File: src/hw/supmon_defs.svh
/*
  Register offsets, field positions and reset values of the supply monitor filter block.
  Assumes it is included by bare name before any use.
*/
`ifndef SUPMON_DEFS_SVH
`define SUPMON_DEFS_SVH

// ==========================================================================
// register byte offsets (low address bits only are decoded)
`define SM_ADDR_W       8
`define SM_ADDR_CTRL1   8'h00
`define SM_ADDR_CTRL2   8'h04
`define SM_ADDR_STATUS  8'h08
`define SM_ADDR_MASK    8'h0C

// ==========================================================================
// control field positions, same layout for both monitors except spare and osc stop, which only CTRL1 has
`define SM_B_EN         0
`define SM_B_FDIS       1
`define SM_B_SPARE      2
`define SM_B_DIV_LO     4
`define SM_B_DIV_HI     5
`define SM_B_MODE       6
`define SM_B_COND       7
`define SM_B_DET        8
`define SM_B_OSC_STOP   9

// ==========================================================================
// status and mask field positions
`define SM_ST_W         2
`define SM_ST_MON2      0
`define SM_ST_MON1      1
`define SM_ST_LVL1      8
`define SM_ST_LVL2      9

// ==========================================================================
// reset values and the htrans bit that flags a transfer
`define SM_OSC_STOP_RST 1'b1
`define SM_LVL_RST      1'b1
`define SM_ST_RST       2'h0
`define SM_HTRANS_NSEQ  1

`endif

File: src/hw/supmon_pkg.sv
/*
  Types shared by the supply monitor filter block.
  Assumes nothing beyond a SystemVerilog compiler.
*/
package supmon_pkg;

  // per-monitor control bits as software programs them
  typedef struct packed {
    logic       det_enable;
    logic       cond_sel;
    logic       mode;
    logic [1:0] div;
    logic       spare;
    logic       filter_disable;
    logic       enable;
  } mon_ctrl_t;

  localparam mon_ctrl_t MON_CTRL_RST = '0;

  // last count of the sample divider: 00 -> /1 ... 11 -> /8
  function automatic logic [2:0] div_max(input logic [1:0] sel);
    logic [3:0] ratio;
    ratio   = 4'h1 << sel;
    div_max = 3'(ratio - 4'h1);
  endfunction

endpackage

File: src/hw/supply_monitor_filter_reset.sv
/*
  Supply monitor glitch filter, reset and interrupt logic with an AHB-Lite register slave.
  Assumes comparator outputs and the low-speed oscillator arrive asynchronously to hclk,
  and that software follows the documented programming order.
*/
`timescale 1ns/10ps
`default_nettype none
`include "supmon_defs.svh"

// ==========================================================================
// one monitor: synchroniser, sample divider and two-sample filter
module sample_filter (
  input  wire logic       hclk,
  input  wire logic       hresetn,
  input  wire logic       osc_edge,
  input  wire logic       fdis,
  input  wire logic [1:0] div_sel,
  input  wire logic       level_async,
  output logic            sync_level,
  output logic            sample_reg,
  output logic            filt_level,
  output logic            tick,
  output logic [2:0]      cnt_reg
);
  logic [2:0] sync_ff;

  always_ff @(posedge hclk or negedge hresetn) begin
    if (!hresetn) begin
      sync_ff    <= {3{`SM_LVL_RST}};
      sync_level <= `SM_LVL_RST;
    end else begin
      sync_ff <= {sync_ff[1:0], level_async};
      if (sync_ff[1] == sync_ff[2]) begin
        sync_level <= sync_ff[2];
      end
    end
  end

  // compare with >= so that a smaller ratio written mid-count does not wrap the counter first
  assign tick = osc_edge && !fdis && (cnt_reg >= supmon_pkg::div_max(div_sel));

  always_ff @(posedge hclk or negedge hresetn) begin
    if (!hresetn) begin
      cnt_reg <= '0;
    end else if (fdis || tick) begin
      cnt_reg <= '0;
    end else if (osc_edge) begin
      cnt_reg <= cnt_reg + 3'h1;
    end
  end

  always_ff @(posedge hclk or negedge hresetn) begin
    if (!hresetn) begin
      sample_reg <= `SM_LVL_RST;
    end else if (tick) begin
      sample_reg <= sync_level;
    end
  end

  // a lone differing sample leaves the filtered level untouched
  always_ff @(posedge hclk or negedge hresetn) begin
    if (!hresetn) begin
      filt_level <= `SM_LVL_RST;
    end else if (fdis) begin
      filt_level <= sync_level;
    end else if (tick && sample_reg == sync_level) begin
      filt_level <= sync_level;
    end
  end
endmodule // sample_filter

// What this block does
// filter runs only while the monitor's filter-disable bit is 0; 1 bypasses it.
// sample clock is the low-speed oscillator divided by 1, 2, 4 or 8.
// comparator level is captured once each sample period while filtering.
// reset or monitor 2 interrupt follows only after two consecutive matching samples.
// software leaving stop via monitor 1 reset sets its filter-disable bit.
// software leaving stop via monitor 2 sets its filter-disable bit.
// software enables detector 1, waits settling, then configures monitor 1.
// with filter, software picks divider, then writes filter-disable as 0.
// without filter, software sets condition select, then filter-disable to 1.
// software then sets reset mode, then clears the spare bit 2.
// with filter, software starts oscillator and waits four sample periods.
// software sets monitor 1 reset enable last.
// with reset enable 0, divider, disable and mode may share one write.
// divider code 00,01,10,11 means divide by 1,2,4,8.
// monitor 2 mode bit selects interrupt at 0, reset at 1.
// filtered level holds until two consecutive samples agree.
module supply_monitor_filter_reset (
  input  wire logic        hclk,
  input  wire logic        hresetn,
  input  wire logic        hsel,
  input  wire logic [31:0] haddr,
  input  wire logic [1:0]  htrans,
  input  wire logic        hwrite,
  input  wire logic [2:0]  hsize,
  input  wire logic [31:0] hwdata,
  input  wire logic        hready,
  output logic             hreadyout,
  output logic             hresp,
  output logic [31:0]      hrdata,
  input  wire logic        lowspeed_osc_clock,
  input  wire logic        cmp1_level,
  input  wire logic        cmp2_level,
  output logic             internal_reset_n,
  output logic             irq
);
  supmon_pkg::mon_ctrl_t      mon1_ctrl_reg;
  supmon_pkg::mon_ctrl_t      mon2_ctrl_reg;
  logic                       lowspeed_osc_stop_reg;
  logic [`SM_ST_W-1:0]        status_reg;
  logic [`SM_ST_W-1:0]        mask_reg;
  logic [`SM_ST_W-1:0]        status_set;
  logic [`SM_ADDR_W-1:0]      addr_reg;
  logic                       wr_reg;
  logic [2:0]                 osc_ff;
  logic                       osc_lvl_reg;
  logic                       osc_edge;
  logic                       mon1_reset_req;
  logic                       mon2_reset_req;
  logic                       mon2_prev_reg;
  logic                       mon1_prev_reg;
  logic [1:0]                 sync_lvl;
  logic [1:0]                 samp;
  logic [1:0]                 filt;
  logic [1:0]                 tick;
  logic [2:0]                 cnt [2];
  logic [1:0]                 fdis;

  assign hreadyout = 1'b1;
  assign hresp     = 1'b0;

  // ==========================================================================
  // oscillator edge detection, three-stage synchroniser
  always_ff @(posedge hclk or negedge hresetn) begin
    if (!hresetn) begin
      osc_ff      <= '0;
      osc_lvl_reg <= 1'b0;
    end else begin
      osc_ff <= {osc_ff[1:0], lowspeed_osc_clock};
      if (osc_ff[1] == osc_ff[2]) begin
        osc_lvl_reg <= osc_ff[2];
      end
    end
  end

  // a stopped oscillator gives no sample ticks, so the filter freezes
  assign osc_edge = (osc_ff[1] == osc_ff[2]) && osc_ff[2] && !osc_lvl_reg && !lowspeed_osc_stop_reg;

  // ==========================================================================
  // the two monitor filters
  assign fdis = {mon2_ctrl_reg.filter_disable, mon1_ctrl_reg.filter_disable};

  for (genvar m = 0; m < 2; m++) begin : g_mon
    sample_filter u_filter (
      .hclk        (hclk),
      .hresetn     (hresetn),
      .osc_edge    (osc_edge),
      .fdis        (fdis[m]),
      .div_sel     ((m == 0) ? mon1_ctrl_reg.div : mon2_ctrl_reg.div),
      .level_async ((m == 0) ? cmp1_level : cmp2_level),
      .sync_level  (sync_lvl[m]),
      .sample_reg  (samp[m]),
      .filt_level  (filt[m]),
      .tick        (tick[m]),
      .cnt_reg     (cnt[m])
    );
  end

  // ==========================================================================
  // reset and interrupt generation; a low filtered level means supply below threshold
  assign mon1_reset_req = mon1_ctrl_reg.det_enable && mon1_ctrl_reg.enable && mon1_ctrl_reg.mode && !filt[0];
  assign mon2_reset_req = mon2_ctrl_reg.det_enable && mon2_ctrl_reg.enable && mon2_ctrl_reg.mode && !filt[1];

  always_ff @(posedge hclk or negedge hresetn) begin
    if (!hresetn) begin
      internal_reset_n <= 1'b1;
    end else begin
      internal_reset_n <= !(mon1_reset_req || mon2_reset_req);
    end
  end

  always_ff @(posedge hclk or negedge hresetn) begin
    if (!hresetn) begin
      mon1_prev_reg <= `SM_LVL_RST;
      mon2_prev_reg <= `SM_LVL_RST;
    end else begin
      mon1_prev_reg <= filt[0];
      mon2_prev_reg <= filt[1];
    end
  end

  // monitor 2 interrupt mode: crossing in the direction chosen by the condition bit
  always_comb begin
    status_set              = '0;
    status_set[`SM_ST_MON2] = mon2_ctrl_reg.det_enable && mon2_ctrl_reg.enable && !mon2_ctrl_reg.mode &&
                              (filt[1] != mon2_prev_reg) && (filt[1] == !mon2_ctrl_reg.cond_sel);
    status_set[`SM_ST_MON1] = mon1_prev_reg && !filt[0];
  end

  // ==========================================================================
  // AHB-Lite slave, zero wait states
  always_ff @(posedge hclk or negedge hresetn) begin
    if (!hresetn) begin
      addr_reg <= '0;
      wr_reg   <= 1'b0;
      hrdata   <= '0;
    end else begin
      wr_reg <= 1'b0;
      if (hsel && hready && htrans[`SM_HTRANS_NSEQ]) begin
        addr_reg <= haddr[`SM_ADDR_W-1:0];
        wr_reg   <= hwrite;
        hrdata   <= '0;
        if (!hwrite) begin
          unique case (haddr[`SM_ADDR_W-1:0])
            `SM_ADDR_CTRL1:  hrdata <= {22'h0, lowspeed_osc_stop_reg, mon1_ctrl_reg.det_enable,
                                        mon1_ctrl_reg.cond_sel, mon1_ctrl_reg.mode, mon1_ctrl_reg.div, 1'b0,
                                        mon1_ctrl_reg.spare, mon1_ctrl_reg.filter_disable, mon1_ctrl_reg.enable};
            `SM_ADDR_CTRL2:  hrdata <= {23'h0, mon2_ctrl_reg.det_enable, mon2_ctrl_reg.cond_sel,
                                        mon2_ctrl_reg.mode, mon2_ctrl_reg.div, 2'h0,
                                        mon2_ctrl_reg.filter_disable, mon2_ctrl_reg.enable};
            `SM_ADDR_STATUS: hrdata <= {22'h0, filt[1], filt[0], 6'h0, status_reg};
            `SM_ADDR_MASK:   hrdata <= {30'h0, mask_reg};
            default:         hrdata <= '0;
          endcase
        end
      end
    end
  end

  // hsize is accepted but only whole-word writes are meaningful
  always_ff @(posedge hclk or negedge hresetn) begin
    if (!hresetn) begin
      mon1_ctrl_reg         <= supmon_pkg::MON_CTRL_RST;
      mon2_ctrl_reg         <= supmon_pkg::MON_CTRL_RST;
      lowspeed_osc_stop_reg <= `SM_OSC_STOP_RST;
      mask_reg              <= `SM_ST_RST;
    end else if (wr_reg) begin
      unique case (addr_reg)
        `SM_ADDR_CTRL1: begin
          mon1_ctrl_reg         <= {hwdata[`SM_B_DET], hwdata[`SM_B_COND], hwdata[`SM_B_MODE],
                                    hwdata[`SM_B_DIV_HI:`SM_B_DIV_LO], hwdata[`SM_B_SPARE],
                                    hwdata[`SM_B_FDIS], hwdata[`SM_B_EN]};
          lowspeed_osc_stop_reg <= hwdata[`SM_B_OSC_STOP];
        end
        `SM_ADDR_CTRL2: begin
          mon2_ctrl_reg <= {hwdata[`SM_B_DET], hwdata[`SM_B_COND], hwdata[`SM_B_MODE],
                            hwdata[`SM_B_DIV_HI:`SM_B_DIV_LO], 1'b0, hwdata[`SM_B_FDIS], hwdata[`SM_B_EN]};
        end
        `SM_ADDR_MASK: begin
          mask_reg <= hwdata[`SM_ST_W-1:0];
        end
        default: begin
        end
      endcase
    end
  end

  // write one to clear; a new event in the same cycle wins
  always_ff @(posedge hclk or negedge hresetn) begin
    if (!hresetn) begin
      status_reg <= `SM_ST_RST;
    end else if (wr_reg && addr_reg == `SM_ADDR_STATUS) begin
      status_reg <= (status_reg & ~hwdata[`SM_ST_W-1:0]) | status_set;
    end else begin
      status_reg <= status_reg | status_set;
    end
  end

  always_ff @(posedge hclk or negedge hresetn) begin
    if (!hresetn) begin
      irq <= 1'b0;
    end else begin
      irq <= |((status_reg | status_set) & mask_reg);
    end
  end
endmodule // supply_monitor_filter_reset
`default_nettype wire
File: config.mk
export PLATFORM = sky130hd
export DESIGN_NAME = supply_monitor_filter_reset
export DESIGN_NICKNAME = d
export VERILOG_FILES = /design/src/hw/supmon_pkg.sv /design/src/hw/supply_monitor_filter_reset.sv
export VERILOG_INCLUDE_DIRS = /design/src /design/src/hw
export SDC_FILE = /design/constraint.sdc
export NUM_CORES = 1
export LEC_CHECK = 0
export BUFFER_PORTS_ARGS = -buffer_cell sky130_fd_sc_hd__buf_2
export CORE_MARGIN = 5
export CORE_UTILIZATION = 44
export DETAILED_ROUTE_END_ITERATION = 6
export GPL_ROUTABILITY_DRIVEN = 0
export GPL_TIMING_DRIVEN = 0
export HOLD_SLACK_MARGIN = 0.1
export PLACE_DENSITY = 0.85
export SETUP_SLACK_MARGIN = 0.05
export SYNTH_ARGS = -nofsm -noshare
export SYNTH_HDL_FRONTEND = slang
export SYNTH_SLANG_ARGS = --single-unit
File: constraint.sdc
create_clock -name hclk -period 2 [get_ports hclk]
set_clock_uncertainty 0.05 [all_clocks]
set_input_delay 0.1 -clock hclk [delete_from_list [all_inputs] [get_ports hclk]]
set_output_delay 0.1 -clock hclk [all_outputs]
set_load 0.005 [all_outputs]
# Word-level counts from Yosys, hierarchy flattened

Cells that the tools add are included.
W data, S select, Z words.

Bits in registers: 87
Latch bits: 0
Memory bits (writable): 0
Memory bits (read-only): 0
Output and inout bits: 36
Logic and storage cells: 117
Memories: 0

Add/sub/neg operators: 4
Multiply operators: 0
Divide/modulo/power cells: 0
$lt $le $gt $ge: 2
Eq/ne operators: 13
Shift operators: 2
Mux-type cells: 12
Bitwise logic cells: 5
Reduce and logical (&&, ||, !) cells: 44

Operators with widths:

| kind                  | number |
|---|---|
| $pmux W10 S4          | 1 |
| $eq A8 B4 Y1 const B  | 4 |
| $mux W32              | 1 |
| $logic_and A1 B1 Y1   | 22 |
| $eq A8 B3 Y1 const B  | 2 |
| $logic_not A8 Y1      | 2 |
| $mux W3               | 4 |
| $logic_not A1 Y1      | 9 |
| $reduce_bool A2 Y1    | 4 |
| $add A3 B1 Y3 const B | 2 |
| $eq A1 B1 Y1          | 6 |
| $ge A3 B3 Y1          | 2 |
| $reduce_and A2 Y1     | 3 |
| $shl A1 B2 Y3 const A | 2 |
| $sub A3 B1 Y3 const B | 2 |
| $mux W1               | 5 |
| $and A2 B2 Y2         | 2 |
| $or A2 B2 Y2          | 2 |
| $logic_or A1 B1 Y1    | 3 |
| $mux W2               | 1 |
| $not A2 Y2            | 1 |
| $reduce_or A2 Y1      | 1 |
| $ne A1 B1 Y1          | 1 |

# Depth between registers and ports, before layout

Gate-level depths: netlist of the first run.

Depth after elaboration: 9
Gate-level depth with buffers: 6

# Modules after synthesis

A second synthesis of the first run with hierarchy kept.

Cell total of the unflattened synthesis: 250
Area total of the unflattened synthesis: 3091.7 um^2

By module, submodules not included:

| module                      | instances | cells each | area an instance (um^2) | sequential area each (um^2) |
|---|---|---|---|---|
| supply_monitor_filter_reset | 1         | 166        | 2160.8                  | 1156.1 |
| sample_filter               | 2         | 42         | 465.4                   | 232.7 |

# Worst setup path before layout of the first run

No wires, ideal clock.

Path kind: reg2reg
From: register mon1_ctrl_reg[4] (netlist name)
To: register g_mon[0].u_filter.sample_reg
Arrival: 1.725 ns
Data required time: 1.868 ns
Path slack: 0.143 ns
Stages on the path, launching flop included: 7
Clock period less this slack: 1.857 ns
Cell sequence: dfrtp_1 -> or2_2 -> ha_1 -> nor2b_1 -> o21a_1 -> nor3_1 -> mux2_2

Cells in the longest elaborated chain, start to end: 4

RTL lines:

| what                   | RTL line                           | source |
|---|---|---|
| start, declared        | supply_monitor_filter_reset.sv:108 | `supmon_pkg::mon_ctrl_t mon1_ctrl_reg;` |
| start signal, assigned | supply_monitor_filter_reset.sv:234 | `mon1_ctrl_reg <= supmon_pkg::MON_CTRL_RST;` |
| start signal, assigned | supply_monitor_filter_reset.sv:241 | `` mon1_ctrl_reg <= {hwdata[`SM_B_DET], hwdata[`SM_B_COND], hwdata[`SM_B_MODE], `` |
| $shl A1 B2 Y3          | supmon_pkg.sv:23                   | `ratio = 4'h1 << sel;` |
| $sub A3 B1 Y3          | supmon_pkg.sv:24                   | `div_max = 3'(ratio - 4'h1);` |
| $ge A3 B3 Y1           | supply_monitor_filter_reset.sv:40  | `assign tick = osc_edge && !fdis && (cnt_reg >= supmon_pkg::div_max(div_sel));` |
| $logic_and A1 B1 Y1    | supply_monitor_filter_reset.sv:40  |  |
| end signal, assigned   | supply_monitor_filter_reset.sv:54  | `` sample_reg <= `SM_LVL_RST; `` |
| end signal, assigned   | supply_monitor_filter_reset.sv:56  | `sample_reg <= sync_level;` |
| end, declared          | supply_monitor_filter_reset.sv:20  | `output logic sample_reg,` |

No other way between the ends.
A chain may end at the register's enable or synchronous reset.

# Worst setup path in the final report of the first run

From: register mon2_ctrl_reg[4] (netlist name)
To: register g_mon[1].u_filter.filt_level

Cells in the longest elaborated chain, start to end: 6

RTL lines:

| what                         | RTL line                           | source |
|---|---|---|
| start, declared              | supply_monitor_filter_reset.sv:109 | `supmon_pkg::mon_ctrl_t mon2_ctrl_reg;` |
| start signal, assigned       | supply_monitor_filter_reset.sv:235 | `mon2_ctrl_reg <= supmon_pkg::MON_CTRL_RST;` |
| start signal, assigned       | supply_monitor_filter_reset.sv:247 | `` mon2_ctrl_reg <= {hwdata[`SM_B_DET], hwdata[`SM_B_COND], hwdata[`SM_B_MODE], `` |
| $shl A1 B2 Y3                | supmon_pkg.sv:23                   |  |
| $sub A3 B1 Y3                | supmon_pkg.sv:24                   |  |
| $ge A3 B3 Y1                 | supply_monitor_filter_reset.sv:40  |  |
| $logic_and A1 B1 Y1          | supply_monitor_filter_reset.sv:40  |  |
| $logic_and A1 B1 Y1          | supply_monitor_filter_reset.sv:66  | `end else if (tick && sample_reg == sync_level) begin` |
| $reduce_bool A2 Y1 (no line) | --                                 |  |
| end signal, assigned         | supply_monitor_filter_reset.sv:63  | `` filt_level <= `SM_LVL_RST; `` |
| end signal, assigned         | supply_monitor_filter_reset.sv:65  | `filt_level <= sync_level;` |
| end signal, assigned         | supply_monitor_filter_reset.sv:67  | `filt_level <= sync_level;` |
| end, declared                | supply_monitor_filter_reset.sv:21  | `output logic filt_level,` |

No other way between the ends.

==> results of run 1 <==
==> Yosys cell counts (4+ instances only) <==
library cell and number:
a21oi_1 8, ha_1 9, mux2i_1 6, nand2_1 24, nand2b_1 4, mux2_2 29
dfstp_2 16, dfrtp_1 48, o21ai_0 14, nand3_1 8, inv_1 8, buf_4 25
==> where the power goes <==
| part | switching, mW | total (mW) | internal (mW) |
|---|---|---|---|
| logic | 0.163 | 0.392 | 0.229 |
| registers | 0.124 | 1.60 | 1.47 |
| clock network | 0.485 | 1.12 | 0.638 |
==> layout by cell type, fill, tap and decap left out, types with 2 or more instances in the layout <==
cell type / netlist / layout
dfrtp_1: 48 / 48
buf_2: 1 / 35
mux2_2: 29 / 29
buf_4: 25 / 29
conb_1: 2 / 25
nand2_1: 24 / 24
dlygate4sd3_1: 0 / 20
dfstp_2: 16 / 16
o21ai_0: 14 / 14
clkbuf_8: 0 / 11
ha_1: 9 / 9
inv_1: 8 / 8
nand3_1: 8 / 8
a21oi_1: 8 / 8
mux2i_1: 6 / 6
or2_2: 3 / 3
nor2b_1: 3 / 3
nand2b_1: 4 / 3
nor4_1: 2 / 2
nand4_1: 2 / 2
nand3b_1: 2 / 2
a21o_1: 2 / 2
nand4b_1: 2 / 2
and3_1: 2 / 2
a31oi_1: 3 / 2
maj3_1: 2 / 2
nor3_1: 3 / 2
clkbuf_1: 2 / 2
mux4_2: 2 / 2
clkinv_2: 0 / 2
clkinvlp_4: 0 / 2
==> kinds of logic after synthesis <==
family	share of synthesized area, %
and+or+nand+nor	12.5
DFF	54.0
buffers and inverters	8.04
muxes	14.4
AOI/OAI and AO/OA	6.42
adders and majority gates	4.42
other	0.250
==> metrics by stage <==
stage	std cells	area, µm²	util (%)	setup slack (ns)
floorplan	272	3090	-	0.143
global placement	387	3360	50.1	0.0486
detailed placement	387	3360	50.1	-0.00761
CTS	423	3790	56.4	0.0504
global route	426	3830	57.0	0.00783
finish	426	3830	57.0	0.0802
==> layer usage <==
metal | up-vias | GRT usage (%) | wire [µm]
met5 | - | 0 | 0
met4 | 0 | 6.56 | 109
met1 | 1033 | 19.8 | 2550
li1 | 1011 | - | -
met3 | 10 | 4.31 | 425
met2 | 72 | 23.5 | 2880
==> layout make-up <==
cell class / instances / area [µm²] / share of cell area (%)
plain buffers: 29 / 211 / 5.52
clock buffers: 11 / 151 / 3.95
clock inverters: 5 / 55.1 / 1.44
inverters: 8 / 30.0 / 0.784
multi-input cells: 171 / 1260 / 32.9
flip-flops and latches: 64 / 1620 / 42.4
well taps: 80 / 100 / 2.61
repair buffers: 58 / 400 / 10.5
==> timing repair <==
action / in CTS / in global routing
pin swaps: 0 / 1
hold endpoints to repair: 78 / 0
hold buffers: 20 / 0
buffers inserted: 0 / 3
resized for setup: 3 / 3
endpoints found under the setup margin: 12 / 6
==> critical path: cells and delay by family (launching register included) <==
family	cells	cell delay, ns
adders and majority gates	1	0.27
DFF	1	0.42
and+or+nand+nor	4	0.99
AOI/OAI and AO/OA	1	0.11
==> worst min-delay path by stage <==
stage / from / to / slack, ns / depth (start not counted)
global placement: cmp1_level / g_mon[0].u_filter.sync_ff[0]$_DFF_PN1_ / 0.15 / 1
global route: haddr[2] / hrdata[0]$_DFFE_PN0P_ / 0.25 / 4
finish: haddr[2] / hrdata[0]$_DFFE_PN0P_ / 0.18 / 4
CTS: haddr[2] / hrdata[0]$_DFFE_PN0P_ / 0.17 / 4
detailed placement: cmp2_level / g_mon[1].u_filter.sync_ff[0]$_DFF_PN1_ / 0.16 / 1
floorplan: hresetn / addr_reg[0]$_DFFE_PN0P_ / -0.25 / 0
==> flow_summary.ini, run 1 <==
[outcome]
outcome = finished clean

[critical_path]
rr_worst_depth = 6
worstSetupPathType = reg2reg
crit_fanout = 6
required_ns = 2.21
crit_path_end = g_mon[1].u_filter.filt_level$_DFFE_PN1P_
crit_path_end_kind = flip-flop
crit_path_start = mon2_ctrl_reg[4]$_DFFE_PN0P_
cpMaxStageDelayCell = dfrtp_1
start_kind = flip-flop
arrival_ns = 2.13
r2r_start = mon2_ctrl_reg[4]$_DFFE_PN0P_
rr_endpoint = g_mon[1].u_filter.filt_level$_DFFE_PN1P_
r2r_slack_ns = 0.08
cp_slowest_stage_delay_ns = 0.42
crit_chain = or2_2 > ha_1 > nand2b_4 > a31oi_4 > or4_1 > and3_1

[run]
cap_violations = 0

[sta]
relSlewSlack_pct = 49.3
hold_ws_ns = 0.179
rsz0062_at_grt = true
fmax_ghz = 0.521
period_needed_ns = 1.92
finalMaxSlewViolations = 0
fin_crit_sh_pct = 96.0
hold_viol = 0
worst_pin_slew_ns = 0.760
tns_ns = 0
finalSetupViolations = 0

[logic_synthesis]
ys_ff_latch = 64
synth_edf_count = 0
synth_ff_type = dfrtp_1
avgSynthCellArea_um2 = 12.1
yosysUniqueCellTypes = 43
syn_area_mm2 = 0.00300
postSynth.asyncResetShare_pct = 100
yosysWarningCount = 0
yosysTopAreaCellShare_pct = 40.0
synth_cells = 249
synth_area_leaders = dfrtp_1, dfstp_2, mux2_2
yosysTopAreaCell = dfrtp_1
yosysSeqAreaShare_pct = 54.0

[routing]
num_vias = 2126
routed_via_density = 4.99
wl_per_cell_um = 14.0
drc_errors = 0
drt_iter0_markers = 156
routed_wl_um = 5960
firstDrtPassIters = 4
ant_nets = 0

[floorplan]
dieArea_mm2 = 0.00857
core.rowCount = 30
die_x_um = 92.6
die_y_um = 92.6
start_util_pct = 44.7
ios = 113
core_mm2 = 0.00672

[placement]
io_buffers = 35
hpwlAfterDp_um = 4130

[clock_network]
clock_sinks = 64
cts_buffer_depth = 2
cts_tree = yes
cts_inserted_buffers = 9
clk_transition_reported_paths_ns = 0.07
htree_levels = 3
cts_root_buffer = clkbuf_8
insertion_delay_ns = 0.34

[layout]
diodes = 0
fill_cells = 534
areaGrowthSynthToFinish_pct = 27.6
layout.nets = 427
largest_register_ff_count = 9
drive_gt1_share_pct = 40.5

[power]
p_leak_nw = 1.82
power.total_mw = 3.11
peakVddDrop_mv = 0.566
cellPowerDensity_mw_per_mm2 = 813

[global_route]
antenna_found_initial = 0
overflow = 0
grt_max_degree = 65
grt_first_pass_wirelength_um = 10200
first_global_vias = 2084
grt_use_total_pct = 15.1

[hold_path]
min_path_type = in2reg
Power figures use the tool's default switching activity.
==> run 2: changes to the inputs <==
CORE_UTILIZATION = 46   (was 44)
CTS_BUF_LIST = sky130_fd_sc_hd__clkbuf_2   (was default)
PLACE_DENSITY = 0.88   (was 0.85)
TNS_END_PERCENT = 5   (was default)
==> run 2 against run 1 <==
Effect of this change: worst setup slack worse by 0.0036 ns; via count rose by 2.1%; die area is 3.9% lower; critical path type unchanged; critical endpoint unchanged.
==> flow_summary.ini, run 2 (synthesis results as in run 1) <==
[outcome]
outcome = finished clean

[critical_path]
cpMaxStageDelayCell = or4_1
worstSetupPathType = reg2reg
worstPathBufferInverterCount = 0
path_delay_family = simple AND/OR/NAND/NOR gates
start_kind = flip-flop
rr_worst_depth = 6
arrival_ns = 2.29
cp_slowest_stage_delay_ns = 0.42
rr_endpoint = g_mon[1].u_filter.filt_level$_DFFE_PN1P_
r2r_slack_ns = 0.08
r2r_start = mon2_ctrl_reg[3]$_DFFE_PN0P_
crit_fanout = 6
crit_chain = or2_2 > ha_1 > nand2b_4 > a31oi_4 > or4_1 > and3_1
crit_path_start = mon2_ctrl_reg[3]$_DFFE_PN0P_
required_ns = 2.37
crit_path_end_kind = flip-flop

[floorplan]
die_y_um = 90.8
core_mm2 = 0.00635
start_util_pct = 47.3
dieArea_mm2 = 0.00824
core.rowCount = 29
ios = 113
die_x_um = 90.8

[routing]
met2_wirelength_um = 3350
drc_errors = 0
met1_length_um = 2480
wl_per_cell_um = 15.1
routed_via_density = 5.11
routed_wl_um = 6400
drt_iter0_markers = 96
met3_length_um = 453
num_vias = 2170
firstDrtPassIters = 4
top_layer_used = met4
ant_nets = 0

[sta]
hold_ws_ns = 0.153
worst_slack_ns = 0.0765
worst_pin_slew_ns = 0.767
finalSetupViolations = 0
fmax_ghz = 0.520
finalMaxSlewViolations = 0
fin_crit_sh_pct = 96.2
rsz0062_at_grt = true
hold_viol = 0
period_needed_ns = 1.92
relSlewSlack_pct = 48.8

[layout]
fin_cells = 425
mostFrequentLayoutCell = dfrtp_1
layout.nets = 429
drive_gt1_share_pct = 39.9
fill_cells = 493
largest_register_ff_count = 9
final_cell_mix = dfrtp_1, buf_2, mux2_2, buf_4, conb_1
areaGrowthSynthToFinish_pct = 24.9
diodes = 0

[power]
peakVddDrop_mv = 0.494
power.total_mw = 2.73
p_leak_nw = 1.80
cellPowerDensity_mw_per_mm2 = 727

[placement]
hpwlAfterDp_um = 4440
io_buffers = 35
place_ws_ns = -0.0276
dp.cells = 384

[global_route]
grt_max_degree = 65
first_global_vias = 2245
antenna_found_initial = 0
grt_first_pass_wirelength_um = 10500
grt_use_total_pct = 15.9
overflow = 0

[run]
cap_violations = 0

[hold_path]
min_path_type = in2async

[clock_network]
clk_transition_reported_paths_ns = 0.17
cts_buffer_depth = 2
cts_inserted_buffers = 9
cts_tree = yes
insertion_delay_ns = 0.49
htree_levels = 3
cts_root_buffer = clkbuf_2
clock_sinks = 64
==> run 2: report_power, final <==
| part | internal, mW | total (mW) | switching, mW |
|---|---|---|---|
| registers | 1.47 | 1.59 | 0.123 |
| logic | 0.231 | 0.399 | 0.168 |
| clock network | 0.299 | 0.735 | 0.436 |
| total | 2.00 | 2.73 | 0.727 |
==> run 2: cell type report <==
| cell class | instances | area [µm²] | area share, % |
|---|---|---|---|
| sequential | 64 | 1620 | 43.2 |
| multi-input combinational | 171 | 1260 | 33.7 |
| timing repair buffer | 60 | 420 | 11.2 |
| buffer | 29 | 211 | 5.64 |
| tap | 77 | 96.3 | 2.57 |
| clock buffer | 12 | 60.1 | 1.60 |
| clock inverter | 4 | 46.3 | 1.23 |
| inverter | 8 | 30.0 | 0.801 |
==> run 2: how the worst max path moves through the flow <==
| stage | endpoint | slack (ns) | cells after the start |
|---|---|---|---|
| CTS | g_mon[1].u_filter.filt_level$_DFFE_PN1P_ | 0.007 | 6 |
| finish | g_mon[1].u_filter.filt_level$_DFFE_PN1P_ | 0.08 | 6 |
| global placement | g_mon[1].u_filter.sample_reg$_DFFE_PN1P_ | 0.03 | 6 |
| detailed placement | g_mon[1].u_filter.filt_level$_DFFE_PN1P_ | -0.03 | 6 |
| floorplan | g_mon[0].u_filter.sample_reg$_DFFE_PN1P_ | 0.14 | 6 |
| global route | mon2_ctrl_reg[3]$_DFFE_PN0P_ | 0.003 | 4 |
==> run 2: timing repair <==
action | 4_1_cts | 5_1_grt
endpoints found under the setup margin | 15 | 20
resized for setup | 2 | 5
hold buffers | 22 | 0
cloned | 0 | 0
pin swaps | 0 | 1
endpoints found under the hold margin | 83 | 0
buffers inserted | 2 | 1
==> run 2: worst reg2reg max path, delay by kind of cell (launching register included) <==
kind                     cells  cell delay (ns)
flip-flops                   1             0.41
AND/OR/NAND/NOR              4             1.03
AO/OA/AOI/OAI                1             0.12
adder cells (fa/ha/maj)      1             0.28
==> run 2: through the flow <==
stage,cell area [µm²],util (%),setup TNS (ns)
2_1_floorplan,3090,-,0
3_3_place_gp,3360,52.9,0
3_5_place_dp,3360,52.9,-0.0526
4_1_cts,3710,58.4,0
5_1_grt,3750,59.1,0
6_report,3750,59.1,0
==> run 2: routing by layer <==
metal  up-vias  global-route usage [%]
met5         -                       0
met1      1062                    17.8
li1       1014                       -
met2        80                    26.4
met4         0                    6.97
met3        14                    6.75
